$ cat config.mk
export PLATFORM = sky130hd
export DESIGN_NAME = pwm_oscillator_core
export DESIGN_NICKNAME = d
export VERILOG_FILES = /design/src/design/pwm_core_pkg.sv /design/src/design/pwm_oscillator_core.sv
export SDC_FILE = /design/constraint.sdc
export NUM_CORES = 1
export LEC_CHECK = 0
export BUFFER_PORTS_ARGS = -buffer_cell sky130_fd_sc_hd__buf_2
export CAP_MARGIN = 20
export CORE_ASPECT_RATIO = 0.8
export CORE_UTILIZATION = 47
export CTS_CLUSTER_SIZE = 14
export DETAILED_ROUTE_END_ITERATION = 7
export MAX_ROUTING_LAYER = met4
export PLACE_DENSITY_LB_ADDON = 0.3
export SLEW_MARGIN = 40
export SYNTH_ARGS = -nofsm -noshare
export SYNTH_HDL_FRONTEND = slang
export SYNTH_SLANG_ARGS = --single-unit
$ cat constraint.sdc
create_clock -name ref_clk -period 26.8 [get_ports ref_clk]
set_clock_uncertainty 0.05 [all_clocks]
set_input_delay 5.36 -clock ref_clk [delete_from_list [all_inputs] [get_ports ref_clk]]
set_output_delay 5.36 -clock ref_clk [all_outputs]
set_load 0.05 [all_outputs]
$ cat src/design/pwm_core_pkg.sv
// Purpose: Shared constants and types for the PWM oscillator core
// Assumes: One master oscillator period equals one ref_clk cycle
// Notes: Levels are in thousandths of the set reference level
package pwm_core_pkg;

    // ----------------------------------------
    // Register map (APB byte addresses)
    // ----------------------------------------
    localparam logic [31:0] ADDR_CTRL = 32'h0000_0000;
    localparam logic [31:0] ADDR_STATUS = 32'h0000_0004;
    localparam logic [31:0] ADDR_DUTY = 32'h0000_0008;
    localparam int CTRL_MODE_LSB = 0;
    localparam int ST_RUN_BIT = 0;
    localparam int ST_CODE_LSB = 4;
    localparam int ST_POL_BIT = 8;
    localparam int ST_PEND_BIT = 9;
    localparam int DUTY_LSB = 0;

    // ----------------------------------------
    // Duty transfer
    // ----------------------------------------
    localparam logic [9:0] LVL_LO = 10'h064;
    localparam logic [9:0] LVL_HI = 10'h384;
    localparam logic [12:0] DUTY_NUM = 13'h0005;
    localparam logic [12:0] DUTY_DEN = 13'h0004;
    localparam logic [24:0] DUTY_FULL = 25'h00003E8;
    localparam logic [9:0] DUTY_MIN_CLAMP = 10'h032;
    localparam logic [9:0] DUTY_MAX_CLAMP = 10'h3B6;

    // ----------------------------------------
    // Divider and timing
    // ----------------------------------------
    localparam int RATIO_LOG_STEP = 2;
    localparam int MASTER_CLKS_PER_PERIOD = 1;
    localparam int STARTUP_PERIODS = 500;
    localparam logic [8:0] STARTUP_CYCLES = 9'(STARTUP_PERIODS * MASTER_CLKS_PER_PERIOD);
    localparam logic [8:0] CODE_DLY_MULT = 9'h010;
    localparam logic [8:0] CODE_DLY_OFS = 9'h006;

    typedef enum logic [1:0] {CLAMP_NONE, CLAMP_BOTH, CLAMP_MAX, CLAMP_MIN} clamp_mode_t;
    typedef enum logic {PH_START, PH_RUN} run_phase_t;

    typedef struct packed {
        logic [31:0] paddr;
        logic psel;
        logic penable;
        logic pwrite;
        logic [31:0] pwdata;
    } apb_req_t;

    typedef struct packed {
        logic [31:0] prdata;
        logic pready;
        logic pslverr;
    } apb_rsp_t;

endpackage

$ cat src/design/pwm_oscillator_core.sv
// Purpose: Digital PWM oscillator core with divider select and APB control
// Assumes: ref_clk is the master oscillator; inputs synchronous to it
// Notes: Functional notes follow
`timescale 1ns/1ps

module pwm_oscillator_core
    import pwm_core_pkg::*;
(
    input wire logic ref_clk,
    input wire logic sys_rst,
    input wire logic [9:0] duty_control_level,
    input wire logic [3:0] divider_select_code,
    input wire apb_req_t apb_req,
    output apb_rsp_t apb_rsp,
    output logic pwm_out
);

    typedef struct packed {
        run_phase_t phase;
        logic [8:0] start_cnt;
        logic [3:0] code;
        logic [3:0] cand;
        logic [8:0] filt_cnt;
        logic polarity_invert_bit;
        logic [14:0] per_cnt;
        logic [14:0] per_len;
        logic [14:0] high_len;
        logic [9:0] duty;
        logic pwm;
        clamp_mode_t clamp_mode;
        logic [31:0] prdata;
        logic pready;
        logic pslverr;
    } core_state_t;

    core_state_t st_r;
    core_state_t st_nxt;

    // ----------------------------------------
    // Decoding helpers
    // ----------------------------------------
    function automatic logic [14:0] ratio_of(input logic [3:0] c);
        logic [2:0] k;
        k = c[3] ? ~c[2:0] : c[2:0];
        return 15'(15'h0001 << (RATIO_LOG_STEP * int'(k)));
    endfunction

    function automatic logic [8:0] code_delay(input logic [3:0] a, input logic [3:0] b);
        logic [3:0] d;
        d = (a > b) ? 4'(a - b) : 4'(b - a);
        return 9'(CODE_DLY_MULT * (9'(d) + CODE_DLY_OFS));
    endfunction

    function automatic logic [9:0] duty_of(input logic [9:0] lvl, input clamp_mode_t m);
        logic [9:0] c;
        logic [12:0] p;
        logic [9:0] d;
        c = (lvl < LVL_LO) ? LVL_LO : ((lvl > LVL_HI) ? LVL_HI : lvl);
        p = 13'(13'(c - LVL_LO) * DUTY_NUM);
        d = 10'(p / DUTY_DEN);
        if ((m == CLAMP_BOTH || m == CLAMP_MIN) && d < DUTY_MIN_CLAMP) begin
            d = DUTY_MIN_CLAMP;
        end
        if ((m == CLAMP_BOTH || m == CLAMP_MAX) && d > DUTY_MAX_CLAMP) begin
            d = DUTY_MAX_CLAMP;
        end
        return d;
    endfunction

    function automatic logic addr_mapped(input logic [31:0] a);
        return a == ADDR_CTRL || a == ADDR_STATUS || a == ADDR_DUTY;
    endfunction

    // ----------------------------------------
    // Next-state logic
    // ----------------------------------------
    logic [9:0] duty_cmd;
    logic [14:0] ratio_cur;
    logic [24:0] high_prod;
    logic [31:0] rd;

    always_comb begin
        st_nxt = st_r;
        duty_cmd = duty_of(duty_control_level, st_r.clamp_mode);
        ratio_cur = ratio_of(st_r.code);
        high_prod = 25'(25'(duty_cmd) * 25'(ratio_cur));
        rd = '0;

        case (st_r.phase)
            PH_START: begin
                st_nxt.pwm = 1'b0;
                if (divider_select_code != st_r.cand) begin
                    st_nxt.cand = divider_select_code;
                    st_nxt.start_cnt = '0;
                end else if (st_r.start_cnt == STARTUP_CYCLES - 9'h001) begin
                    st_nxt.phase = PH_RUN;
                    st_nxt.code = st_r.cand;
                    st_nxt.polarity_invert_bit = st_r.cand[3];
                    st_nxt.per_cnt = '0;
                    st_nxt.per_len = ratio_of(st_r.cand);
                    st_nxt.duty = duty_cmd;
                    st_nxt.high_len =
                        15'(25'(25'(duty_cmd) * 25'(ratio_of(st_r.cand))) / DUTY_FULL);
                    // Count zero is shown now, else the first high phase loses a cycle
                    st_nxt.pwm = (st_nxt.high_len != 15'h0000) ^ st_r.cand[3];
                end else begin
                    st_nxt.start_cnt = 9'(st_r.start_cnt + 9'h001);
                end
            end
            PH_RUN: begin
                // Code filter: a candidate must hold still for the whole wait
                if (divider_select_code != st_r.cand) begin
                    st_nxt.cand = divider_select_code;
                    st_nxt.filt_cnt = '0;
                end else if (st_r.cand != st_r.code) begin
                    if (st_r.filt_cnt == code_delay(st_r.cand, st_r.code) - 9'h001) begin
                        st_nxt.code = st_r.cand;
                        st_nxt.filt_cnt = '0;
                    end else begin
                        st_nxt.filt_cnt = 9'(st_r.filt_cnt + 9'h001);
                    end
                end else begin
                    st_nxt.filt_cnt = '0;
                end
                // Ratio, polarity and duty only change at a period boundary
                if (st_r.per_cnt >= st_r.per_len - 15'h0001) begin
                    st_nxt.per_cnt = '0;
                    st_nxt.per_len = ratio_cur;
                    st_nxt.polarity_invert_bit = st_r.code[3];
                    st_nxt.duty = duty_cmd;
                    st_nxt.high_len = 15'(high_prod / DUTY_FULL);
                end else begin
                    st_nxt.per_cnt = 15'(st_r.per_cnt + 15'h0001);
                end
                // Full duty gives high_len == per_len, zero duty gives 0: no toggling
                st_nxt.pwm = (st_nxt.per_cnt < st_nxt.high_len) ^ st_nxt.polarity_invert_bit;
            end
            default: begin
                st_nxt.phase = PH_START;
                st_nxt.pwm = 1'b0;
            end
        endcase

        // APB slave: one wait-free access phase, response built in setup
        st_nxt.pready = 1'b0;
        st_nxt.pslverr = 1'b0;
        if (apb_req.psel && !apb_req.penable) begin
            st_nxt.pready = 1'b1;
            st_nxt.pslverr = !addr_mapped(apb_req.paddr);
            if (apb_req.paddr == ADDR_CTRL) begin
                rd[CTRL_MODE_LSB +: 2] = st_r.clamp_mode;
            end else if (apb_req.paddr == ADDR_STATUS) begin
                rd[ST_RUN_BIT] = (st_r.phase == PH_RUN);
                rd[ST_CODE_LSB +: 4] = st_r.code;
                rd[ST_POL_BIT] = st_r.polarity_invert_bit;
                rd[ST_PEND_BIT] = (st_r.cand != st_r.code);
            end else if (apb_req.paddr == ADDR_DUTY) begin
                rd[DUTY_LSB +: 10] = st_r.duty;
            end
            st_nxt.prdata = apb_req.pwrite ? 32'h0000_0000 : rd;
        end else if (apb_req.psel && apb_req.penable && st_r.pready) begin
            if (apb_req.pwrite && apb_req.paddr == ADDR_CTRL) begin
                st_nxt.clamp_mode = clamp_mode_t'(apb_req.pwdata[CTRL_MODE_LSB +: 2]);
            end
            st_nxt.prdata = '0;
        end
    end

    // ----------------------------------------
    // State register
    // ----------------------------------------
    always_ff @(posedge ref_clk) begin
        if (sys_rst) begin
            st_r <= '0;
        end else begin
            st_r <= st_nxt;
        end
    end

    assign pwm_out = st_r.pwm;
    assign apb_rsp.prdata = st_r.prdata;
    assign apb_rsp.pready = st_r.pready;
    assign apb_rsp.pslverr = st_r.pslverr;

    // ----------------------------------------
    // Checks
    // ----------------------------------------
    AST_START_LOW: assert property (@(posedge ref_clk) disable iff (sys_rst)
        st_r.phase == PH_START |-> !pwm_out)
        else $error("output not low during start-up");

    AST_START_LEN: assert property (@(posedge ref_clk) disable iff (sys_rst)
        $rose(st_r.phase == PH_RUN) |-> $past(st_r.start_cnt) == STARTUP_CYCLES - 9'h001)
        else $error("start-up length wrong");

    AST_START_STABLE: assert property (@(posedge ref_clk) disable iff (sys_rst)
        st_r.phase == PH_START && divider_select_code != st_r.cand
        |=> st_r.phase == PH_START && st_r.start_cnt == 9'h000)
        else $error("start-up ended on unsettled code");

    AST_CODE_DELAY: assert property (@(posedge ref_clk) disable iff (sys_rst)
        $past(st_r.phase) == PH_RUN && $changed(st_r.code)
        |-> $past(st_r.filt_cnt) == code_delay($past(st_r.cand), $past(st_r.code)) - 9'h001)
        else $error("code adopted at wrong time");

    AST_CODE_DIRECT: assert property (@(posedge ref_clk) disable iff (sys_rst)
        $past(st_r.phase) == PH_RUN && $changed(st_r.code)
        |-> st_r.code == $past(st_r.cand) && $past(st_r.cand) == $past(divider_select_code))
        else $error("intermediate or unstable code adopted");

    AST_PERIOD_WRAP: assert property (@(posedge ref_clk) disable iff (sys_rst)
        $past(st_r.phase) == PH_RUN && st_r.per_cnt == 15'h0000
        |-> $past(st_r.per_cnt) == $past(st_r.per_len) - 15'h0001)
        else $error("period cut short");

    AST_POL_SRC: assert property (@(posedge ref_clk) disable iff (sys_rst)
        $past(st_r.phase) == PH_RUN && st_r.per_cnt == 15'h0000
        |-> st_r.polarity_invert_bit == $past(st_r.code[3]) && st_r.per_len == ratio_of($past(st_r.code)))
        else $error("polarity or ratio not from code");

    AST_OUT_SHAPE: assert property (@(posedge ref_clk) disable iff (sys_rst)
        st_r.phase == PH_RUN |-> pwm_out == ((st_r.per_cnt < st_r.high_len) ^ st_r.polarity_invert_bit))
        else $error("output does not follow high count");

    AST_CLAMP_BOTH: assert property (@(posedge ref_clk) disable iff (sys_rst)
        $past(st_r.phase) == PH_RUN && st_r.per_cnt == 15'h0000
        && $past(st_r.clamp_mode) == CLAMP_BOTH
        |-> st_r.duty >= DUTY_MIN_CLAMP && st_r.duty <= DUTY_MAX_CLAMP)
        else $error("two-sided clamp violated");

    AST_APB_READY: assert property (@(posedge ref_clk) disable iff (sys_rst)
        apb_req.psel && !apb_req.penable |=> apb_rsp.pready ##1 !apb_rsp.pready)
        else $error("APB answer not one cycle after setup");

    AST_RST_OUT: assert property (@(posedge ref_clk) disable iff (sys_rst)
        $past(sys_rst) |-> !pwm_out && !apb_rsp.pready && st_r.phase == PH_START)
        else $error("outputs not idle after reset");

    AST_CNT_RANGE: assert property (@(posedge ref_clk) disable iff (sys_rst)
        st_r.phase == PH_RUN |-> st_r.per_cnt < st_r.per_len)
        else $error("period counter beyond period length");

    AST_HIGH_RANGE: assert property (@(posedge ref_clk) disable iff (sys_rst)
        st_r.phase == PH_RUN |-> st_r.high_len <= st_r.per_len)
        else $error("high count longer than period");

    AST_ZERO_REST: assert property (@(posedge ref_clk) disable iff (sys_rst)
        st_r.phase == PH_RUN && st_r.high_len == 15'h0000 |-> pwm_out == st_r.polarity_invert_bit)
        else $error("output toggles at zero duty");

    AST_FULL_REST: assert property (@(posedge ref_clk) disable iff (sys_rst)
        st_r.phase == PH_RUN && st_r.high_len == st_r.per_len |-> pwm_out == !st_r.polarity_invert_bit)
        else $error("output toggles at full duty");

    AST_CLAMP_MAX: assert property (@(posedge ref_clk) disable iff (sys_rst)
        $past(st_r.phase) == PH_RUN && st_r.per_cnt == 15'h0000
        && $past(st_r.clamp_mode) == CLAMP_MAX |-> st_r.duty <= DUTY_MAX_CLAMP)
        else $error("upper clamp violated");

    AST_CLAMP_MIN: assert property (@(posedge ref_clk) disable iff (sys_rst)
        $past(st_r.phase) == PH_RUN && st_r.per_cnt == 15'h0000
        && $past(st_r.clamp_mode) == CLAMP_MIN |-> st_r.duty >= DUTY_MIN_CLAMP)
        else $error("lower clamp violated");

    AST_DUTY_SPAN: assert property (@(posedge ref_clk) disable iff (sys_rst)
        st_r.phase == PH_RUN |-> 25'(st_r.duty) <= DUTY_FULL)
        else $error("duty beyond full scale");

    AST_FILT_RESTART: assert property (@(posedge ref_clk) disable iff (sys_rst)
        st_r.phase == PH_RUN && divider_select_code != st_r.cand |=> st_r.filt_cnt == 9'h000)
        else $error("code filter not restarted on change");

    AST_CODE_START: assert property (@(posedge ref_clk) disable iff (sys_rst)
        $rose(st_r.phase == PH_RUN)
        |-> st_r.code == $past(st_r.cand) && st_r.polarity_invert_bit == $past(st_r.cand[3]))
        else $error("start-up did not adopt the settled code");

    AST_PERIOD_FIRST: assert property (@(posedge ref_clk) disable iff (sys_rst)
        $rose(st_r.phase == PH_RUN)
        |-> st_r.per_cnt == 15'h0000 && pwm_out == ((st_r.high_len != 15'h0000) ^ st_r.polarity_invert_bit))
        else $error("first period does not start at count zero");

    AST_RATIO_STABLE: assert property (@(posedge ref_clk) disable iff (sys_rst)
        $past(st_r.phase) == PH_RUN && st_r.per_cnt != 15'h0000
        |-> $stable(st_r.per_len) && $stable(st_r.polarity_invert_bit) && $stable(st_r.high_len))
        else $error("ratio or duty changed inside a period");

    AST_APB_ERR_QUAL: assert property (@(posedge ref_clk) disable iff (sys_rst)
        apb_rsp.pslverr |-> apb_rsp.pready)
        else $error("error flag without ready");

    AST_APB_IDLE_DATA: assert property (@(posedge ref_clk) disable iff (sys_rst)
        !apb_rsp.pready |-> apb_rsp.prdata == 32'h0000_0000)
        else $error("read data not zero outside an answer");

    AST_READY_CAUSE: assert property (@(posedge ref_clk) disable iff (sys_rst)
        apb_rsp.pready |-> $past(apb_req.psel && !apb_req.penable))
        else $error("ready without a setup cycle");

    AST_MODE_WRITE: assert property (@(posedge ref_clk) disable iff (sys_rst)
        apb_req.psel && apb_req.penable && apb_rsp.pready && apb_req.pwrite
        && apb_req.paddr == ADDR_CTRL
        |=> st_r.clamp_mode == clamp_mode_t'($past(apb_req.pwdata[CTRL_MODE_LSB +: 2])))
        else $error("clamp mode write lost");

    AST_MODE_HOLD: assert property (@(posedge ref_clk) disable iff (sys_rst)
        !(apb_req.psel && apb_req.penable && apb_rsp.pready && apb_req.pwrite)
        |=> $stable(st_r.clamp_mode))
        else $error("clamp mode changed without a write");

endmodule // pwm_oscillator_core

; Yosys cells after proc, flatten, opt, wreduce, memory -nomap -nowiden
; Cells that the tools add are included.
[totals]
output_inout_bits = 35
latch_bits = 0
mem_count = 0
ramBits = 0
rom_bits = 0
reg_bits = 120
elab_cells = 122
inputBits = 83
[classes]
mul = 3
reduce_logical = 21
n_mux = 41
div_mod_pow = 2
shift = 2
n_eq_ne = 16
add_sub_neg = 9
magnitude_cmp = 7
bitwise_logic = 6
[op_table]
columns = cell, n
row1 = 57-bit two-way mux, 2
row2 = 57-bit one-hot mux with 2 select lines, 1
row3 = 40-bit two-way mux, 2
row4 = 10-bit two-way mux, 7
row5 = 32-bit two-way mux, 2
row6 = "25-bit by 10-bit divider with 25-bit output, second input constant", 2
row7 = 10-bit by 15-bit multiplier with 25-bit output, 2
row8 = 9-bit two-way mux, 5
row9 = "32-bit by 3-bit == test with 1-bit output, second input constant", 1
row10 = "32-bit by 4-bit == test with 1-bit output, second input constant", 1
row11 = 32-bit logical NOT, 1
row12 = 15-bit two-way mux, 2
row13 = "1-bit by 4-bit << shifter with 15-bit output, first input constant", 2
row14 = 4-bit two-way mux, 7
row15 = "10-bit > comparator, second input constant", 2
row16 = "9-bit by 1-bit adder with 9-bit output, second input constant", 2
row17 = 8-bit one-hot mux with 2 select lines, 1
row18 = "15-bit by 1-bit adder with 15-bit output, second input constant", 1
row19 = 15-bit greater-or-equal comparator, 1
row20 = 15-bit less-than comparator, 1
row21 = 15-bit nonzero test, 1
row22 = "15-bit by 1-bit subtractor with 15-bit output, second input constant", 1
row23 = "13-bit by 3-bit multiplier with 12-bit output, second input constant", 1
row24 = "10-bit by 7-bit subtractor with 11-bit output, second input constant", 1
row25 = other kinds (29), 58

; Logic depth before layout (Yosys ltp)
; Gate-level depths: netlist of run 1.
[logic_depth]
depth_word = 18
ltp_mapped = 86
mapped_depth_nobuf = 74

; Worst setup path before layout of run 1
; No wires, ideal clock.
[synth_timing]
kind = in2reg
start = input duty_control_level[5]
end = register st_r, in the netlist pwm_out
cell_stages = 75
setup_time_ns = 0.121
t_arrival_ns = 23.869
path_slack_ns = 2.760
path_cell_list = clkbuf_1 > nor4_1 > a21oi_1 > nor3_1 > ha_1 > nand3b_1 > nand2_1 > ha_1 > fa_1 > a21o_1 > a21oi_1 > o211ai_1 > xnor2_1 > clkbuf_1 > a211oi_1 > nand3b_1 > nand2_1 > nor2_1 > (+39 left out) > o31ai_4 > o311a_4 > o21ai_1 > a311oi_1 > a21oi_2 > a31o_1 > or4b_4 > a21oi_2 > a211oi_1 > nor3_1 > o21ai_1 > mux2i_1 > ha_1 > nor2_1 > and3_1 > or3_1 > a31oi_1 > nand3_1
[synth_via]
elab_chain_len = 18
word_cells_on_any_way = 25
cone_classes = add/sub: 1 / mul: 3 / div: 2 / order compare: 5 / mux: 9 / bitwise: 2 / reduce/logical: 3
[synth_rtl]
columns = element, line_no
row1 = from (decl), pwm_oscillator_core.sv:11  ; input wire logic [9:0] duty_control_level,
row2 = 10-bit > comparator, pwm_oscillator_core.sv:58  ; c = (lvl < LVL_LO) ? LVL_LO : ((lvl > LVL_HI) ? LVL_HI : lvl);
row3 = 10-bit two-way mux, pwm_oscillator_core.sv:58
row4 = 10-bit two-way mux *, pwm_oscillator_core.sv:58
row5 = 10-bit by 7-bit subtractor with 11-bit output *, pwm_oscillator_core.sv:59  ; p = 13'(13'(c - LVL_LO) * DUTY_NUM);
row6 = 13-bit by 3-bit multiplier with 12-bit output *, pwm_oscillator_core.sv:59
row7 = 10-bit by 6-bit less-than comparator with 1-bit output, pwm_oscillator_core.sv:61  ; if ((m == CLAMP_BOTH || m == CLAMP_MIN) && d < DUTY_MIN_CLAMP) begin
row8 = 1-bit logical AND, pwm_oscillator_core.sv:61
row9 = 10-bit two-way mux *, pwm_oscillator_core.sv:61
row10 = (+2 left out), n/a
row11 = 10-bit two-way mux *, pwm_oscillator_core.sv:64  ; if ((m == CLAMP_BOTH || m == CLAMP_MAX) && d > DUTY_MAX_CLAMP) begin
row12 = "10-bit by 15-bit multiplier with 25-bit output, on equally long branches", "pwm_oscillator_core.sv:86, pwm_oscillator_core.sv:103"
row13 = "25-bit by 10-bit divider with 25-bit output, on equally long branches", "pwm_oscillator_core.sv:131, pwm_oscillator_core.sv:103"
row14 = 40-bit two-way mux or 15-bit nonzero test (tied branches), "pwm_oscillator_core.sv:126, pwm_oscillator_core.sv:105"
row15 = 40-bit two-way mux or 1-bit XOR (tied branches), "pwm_oscillator_core.sv:89, pwm_oscillator_core.sv:105"
row16 = 15-bit less-than comparator or 57-bit two-way mux (tied branches), "pwm_oscillator_core.sv:136, pwm_oscillator_core.sv:95"
row17 = 1-bit XOR or 57-bit two-way mux (tied branches), "pwm_oscillator_core.sv:136, pwm_oscillator_core.sv:92"
row18 = 57-bit one-hot mux with 2 select lines *, pwm_oscillator_core.sv:89  ; case (st_r.phase)
row19 = to (signal assigned), pwm_oscillator_core.sv:176  ; st_r <= st_nxt;
row20 = to (decl), pwm_oscillator_core.sv:36  ; core_state_t st_r;
; Mark *: on every way between the ends. The rest lies on a longest branch, timed or not. The select of a mux whose other input is x is not followed.
; A chain may end at the register's enable or synchronous reset.

; Worst setup path in the final report of run 1
[layout_timing]
start = input duty_control_level[4]
end = register st_r, in the netlist pwm_out
; Same word-level chain as after synthesis.

==> flow_summary.ini, run 1 <==
[final_layout]
fin_cells = 3780
finalNetCount = 3553
synthToLayoutAreaGrowth_pct = 6.714
drive_above_1_share_pct = 10.86
final_util_pct = 51.43

[worst_setup_path]
path_class = input pin to flop
cp_max_fo = 14
cp-startpoint = duty_control_level[4]
cp_slowest_stage_delay_ns = 0.54
crit_slowest_cell = fa_1
arrival_ns = 25.82
crit_required_ns = 26.97
r2r_start = st_r[35]
cp-end-kind = flop
cp-start-kind = input pin

[placement]
placed_cells = 3755
routabilityCongestion = 0.9429
io_buffers = 65
hpwl_microns = 53450

[clock_network]
cts_buffer_depth = 2
clock-sinks = 91
cts_root_buf = clkbuf_16
clock_latency_ns = 0.35
cts_tree = built
cts.clk_slew.worst_paths_ns = 0.07
cts_buffers = 9
cts_max_level = 3

[worst_hold_path]
hold_path.class = flop to flop
min_from = st_r[45]

[detailed_routing]
vias_per_cell = 6.365
drt_wl_total_microns = 67740
drt_iter0_drc = 2402
vias = 24060
wl_per_cell_microns = 17.92
drc = 0
first_pass_iters = 5
ant_nets = 0

[outcome]
status = finished clean

[yosys]
seq_area_frac_synth_pct = 7.954
ys_ff_latch = 91
syn_avg_cell_area_sq_um = 7.280
synth_flop_cell = dfxtp_1
syn_inst = 3146
ys_types = 137
synthesis.area_sq_mm = 0.02290
synthArstFlopShare_pct = 0
yosysWarnings = 0
synth_edf_count = 0

[timing]
fmax_mhz = 38.99
period_needed_ns = 25.65
hold_viol = 0
setup_violations = 0
fin_tns_setup_ns = 0
slew_viol_final = 0
holdWs_ns = 0.4075
rsz0062_at_grt = true
tightest_slew_ns = 0.9101
slew_headroom_pct = 38.76
fin_crit_sh_pct = 95.71

[die]
boundaryPins = 118
start_util_pct = 48.19
design.die.area_sq_mm = 0.04962
rows = 71
die_w_microns = 248.8
design.core.area_sq_mm = 0.04753
die_h_microns = 199.4

[grt]
grt_pass1_wl_microns = 110600
grt_pass1_vias = 21740
grt_start_max_net_pins = 46
grt_antenna_before_repair = 1
grt_usage_pct = 27.03
overflow = 0

[power_and_ir_drop]
p_per_area_mw_per_mm2 = 54.92
p_total_mw = 1.342
leakage_nw = 10.56
vdd_ir_drop_max_v = 0.00006656

[job]
max_cap_violations = 0
[timing repair]
action | in CTS | in global routing
hold buffers | 0 | 0
setup endpoints to repair | 0 | 4
setup buffers | 0 | 6
resized for setup | 0 | 55
[report_power, final]
part	internal, mW	total [mW]	switching [mW]	leakage, nW
Sequential	0.136	0.136	0.000863	0.734
Combinational	0.366	1.07	0.708	9.68
Clock	0.0736	0.132	0.0584	0.141
[final cells by class]
class / instances / area [sq um]
sequential: 91 / 1822
antenna: 2 / 5.005
fill: 4552 / 23090
timing repair buffer: 134 / 840.8
multi-input combinational: 2732 / 20000
clock inverter: 6 / 73.82
tap: 620 / 775.7
inverter: 185 / 694.4
clock buffer: 10 / 229.0
[sequential cells by signal (all words and copies together) (netlist names)]
register and flops:
apb_rsp 12, st_r 78, pwm_out 1
[layout by cell type (no fill, tap or decap), types with 37 or more instances in the layout]
cell type | synthesis | final
mux2i_1 | 46 | 46
ha_1 | 242 | 242
buf_4 | 41 | 68
nand2_1 | 230 | 229
a22oi_1 | 37 | 37
a21oi_1 | 198 | 194
and3_1 | 41 | 41
buf_2 | 26 | 65
o21ai_0 | 147 | 146
nand3_1 | 97 | 96
xnor2_1 | 103 | 90
xor2_1 | 45 | 45
or3_1 | 38 | 37
a211oi_1 | 45 | 44
fa_1 | 75 | 75
a21o_1 | 40 | 39
nor3_1 | 75 | 70
inv_1 | 184 | 184
o211ai_1 | 51 | 51
nor2_1 | 447 | 445
nand4_1 | 46 | 46
dfxtp_1 | 91 | 91
[worst max-delay path: cells and delay by family]
family / cells / cell delay (ns)
buffers and inverters: 10 / 1.44
muxes: 2 / 0.77
xor gates and xnor gates: 1 / 0.18
adders and majority gates: 9 / 3.88
and+or+nand+nor: 14 / 2.62
AOI/OAI and AO/OA: 39 / 11.55
[synth_stat cells, types with 51 or more instances]
library cell	count	area (sq um)
nor2_1	447	1678
ha_1	242	3028
nand2_1	230	863.3
a21oi_1	198	991.0
inv_1	184	690.7
o21ai_0	147	735.7
xnor2_1	103	902.1
nand3_1	97	485.5
dfxtp_1	91	1822
clkbuf_1	79	296.5
fa_1	75	1501
nor3_1	75	375.4
o211ai_1	51	382.9
[worst paths after layout]
kind / end / slack (ns) / depth (start not counted)
setup / recovery: pwm_out / 1.15 / 75
setup reg to reg: pwm_out / 8.73 / 61
hold reg to reg: st_r[45] / 0.41 / 2
hold / removal: st_r[45] / 0.41 / 2
[per-layer routing]
metal | vias to the layer above | GRT usage (%) | wire length, microns
li1 | 11650 | - | -
met1 | 11430 | 39.81 | 33720
met2 | 912 | 40.66 | 28730
met3 | 68 | 2.006 | 4399
met4 | 0 | 4.210 | 887
met5 | - | - | 0
[kinds of logic (layout without fill, tap and decap cells)]
family / Yosys count / count (layout) / synth area share [%]
DFF: 91 / 91 / 7.954
AOI/OAI and AO/OA: 946 / 946 / 30.01
buffers and inverters: 344 / 335 / 6.588
other: 1 / 24 / 0.01637
adders and majority gates: 323 / 323 / 20.04
and+or+nand+nor: 1220 / 1220 / 26.22
muxes: 72 / 72 / 3.442
xor gates and xnor gates: 149 / 149 / 5.731
[through the flow]
stage | area [sq um] | setup slack, ns
floorplan | 22980 | 2.760
global placement | 23740 | 0.6881
detailed placement | 23770 | 0.2190
CTS | 24070 | 0.5051
global route | 24440 | -0.08356
finish | 24440 | 1.151
Note: power is estimated with default switching activity, not from simulation.
==> inputs of run 2 (changes only) <==
--- a/config.mk
+++ b/config.mk
@@ -11,8 +11,10 @@
 export CORE_UTILIZATION = 47
 export CTS_CLUSTER_SIZE = 14
 export DETAILED_ROUTE_END_ITERATION = 7
+export GPL_ROUTABILITY_DRIVEN = 0
 export MAX_ROUTING_LAYER = met4
 export PLACE_DENSITY_LB_ADDON = 0.3
+export RECOVER_POWER = 100
 export SLEW_MARGIN = 40
 export SYNTH_ARGS = -nofsm -noshare
 export SYNTH_HDL_FRONTEND = slang
==> flow_summary.ini, run 2 (synthesized netlist as in run 1, its figures left out) <==
[clock_network]
cts_buffer_depth = 2
cts.clk_slew.worst_paths_ns = 0.07
cts_buffers = 9
clock_latency_ns = 0.35
cts-hold-fix-buffers = 0
cts_max_level = 3
cts_tree = built
clock-sinks = 91
cts_root_buf = clkbuf_16

[die]
design.core.area_sq_mm = 0.04753
die_w_microns = 248.8
start_util_pct = 48.19
design.die.area_sq_mm = 0.04962
die_h_microns = 199.4
boundaryPins = 118
rows = 71

[detailed_routing]
vias = 24160
wl_per_cell_microns = 17.65
drt_iter0_drc = 2202
vias_per_cell = 6.401
drt_wl_total_microns = 66620
first_pass_iters = 6
ant_nets = 0
drc = 0

[timing]
tightest_slew_ns = 3.871
slew_viol_final = 85
period_needed_ns = 25.67
holdWs_ns = 0.4150
fmax_mhz = 38.95
slew_headroom_pct = -158.1
fin_crit_sh_pct = 95.80
hold_viol = 0
setup_violations = 0

[grt]
overflow = 0
grt_pass1_vias = 21610
grt_usage_pct = 26.33
grt_pass1_wl_microns = 108400
grt_antenna_before_repair = 1
grt_start_max_net_pins = 85

[worst_hold_path]
hold_path.class = flop to flop

[final_layout]
largest_reg_flops = 78
regMostFlops = st_r
finalNetCount = 3547
drive_above_1_share_pct = 10.34
final_common_cell = nor2_1
design_area_sq_mm = 0.02438
layout_common_cells = 445 x nor2_1, 242 x ha_1, 229 x nand2_1
synthToLayoutAreaGrowth_pct = 6.446

[placement]
io_buffers = 65
hpwl_microns = 52770
placed_area_sq_mm = 0.02368

[worst_setup_path]
cp-start-kind = input pin
cpMostUsedCell = ha_1
path_class = input pin to flop
crit_slowest_cell = fa_1
arrival_ns = 25.86
cp_max_fo = 19
crit_required_ns = 26.98
cp_slowest_stage_delay_ns = 0.56
cp-end-kind = flop

[job]
max_cap_violations = 1

[power_and_ir_drop]
vdd_ir_drop_max_v = 0.00006262
leakage_nw = 10.46
p_per_area_mw_per_mm2 = 53.80

[outcome]
status = complete, but fails checks
failed_checks = max-capacitance violations, max-slew violations
-- run 2: worst max-delay path: cells and delay by family --
| kind | cells | cell delay (ns) |
|---|---|---|
| compound gates | 37 | 10.70 |
| fa+ha+maj | 9 | 3.72 |
| simple gates | 15 | 3.31 |
| buf+inv | 9 | 1.35 |
| mux | 3 | 1.09 |
| xor+xnor | 2 | 0.30 |
-- run 2: routing by layer --
layer / routed length (microns) / track usage [%] / vias to the layer above
met4: 1006 / 4.923 / 0
li1: - / - / 11640
met2: 28420 / 39.51 / 971
met3: 4967 / 2.332 / 66
met1: 32230 / 38.35 / 11490
met5: 0 / - / -
-- run 2: worst paths after layout --
kind / startpoint / end / slack [ns] / cells past startpoint
worst min register to register: st_r[45] / st_r[45] / 0.42 / 2
worst min-delay path: st_r[45] / st_r[45] / 0.42 / 2
worst max register to register: st_r[35] / pwm_out / 8.64 / 61
worst max-delay path: duty_control_level[9] / st_r[47] / 1.13 / 75
-- run 2: layout make-up --
type | count | area, sq um
well taps | 620 | 775.7
flip-flops and latches | 91 | 1822
inverters | 185 | 694.4
repair buffers | 128 | 764.5
diodes | 2 | 5.005
multi-input cells | 2732 | 20020
fillers | 4613 | 23150
clock buffers | 11 | 252.7
clock inverters | 5 | 42.54
-- run 2: what timing repair did --
| item | 4_1_cts | 5_1_grt |
|---|---|---|
| setup buffers | 0 | 8 |
| setup endpoints to repair | 0 | 4 |
| hold endpoints to repair | 0 | 0 |
| gates resized for setup | 0 | 55 |
-- run 2: power breakdown --
group          internal [mW]  switching (mW)  total (mW)
registers              0.136        0.000987       0.137
clock network         0.0693          0.0571       0.126
logic                  0.362           0.687        1.05
total                  0.567           0.745        1.31
-- run 2: metrics by stage --
step / utilization [%] / setup TNS (ns) / std cells / total power [mW] / worst slack, ns
final: 51.30 / 0 / 3774 / 1.312 / 1.126
after global routing: 51.29 / -0.05815 / 3773 / 1.415 / -0.05815
after CTS: 50.45 / 0 / 3761 / 1.268 / 0.1770
after detailed placement: 49.83 / -0.1741 / 3745 / 1.137 / -0.1741
after global placement: 49.80 / 0 / 3744 / 1.104 / 0.5927
after floorplan: - / 0 / 3167 / 0.9257 / 2.760
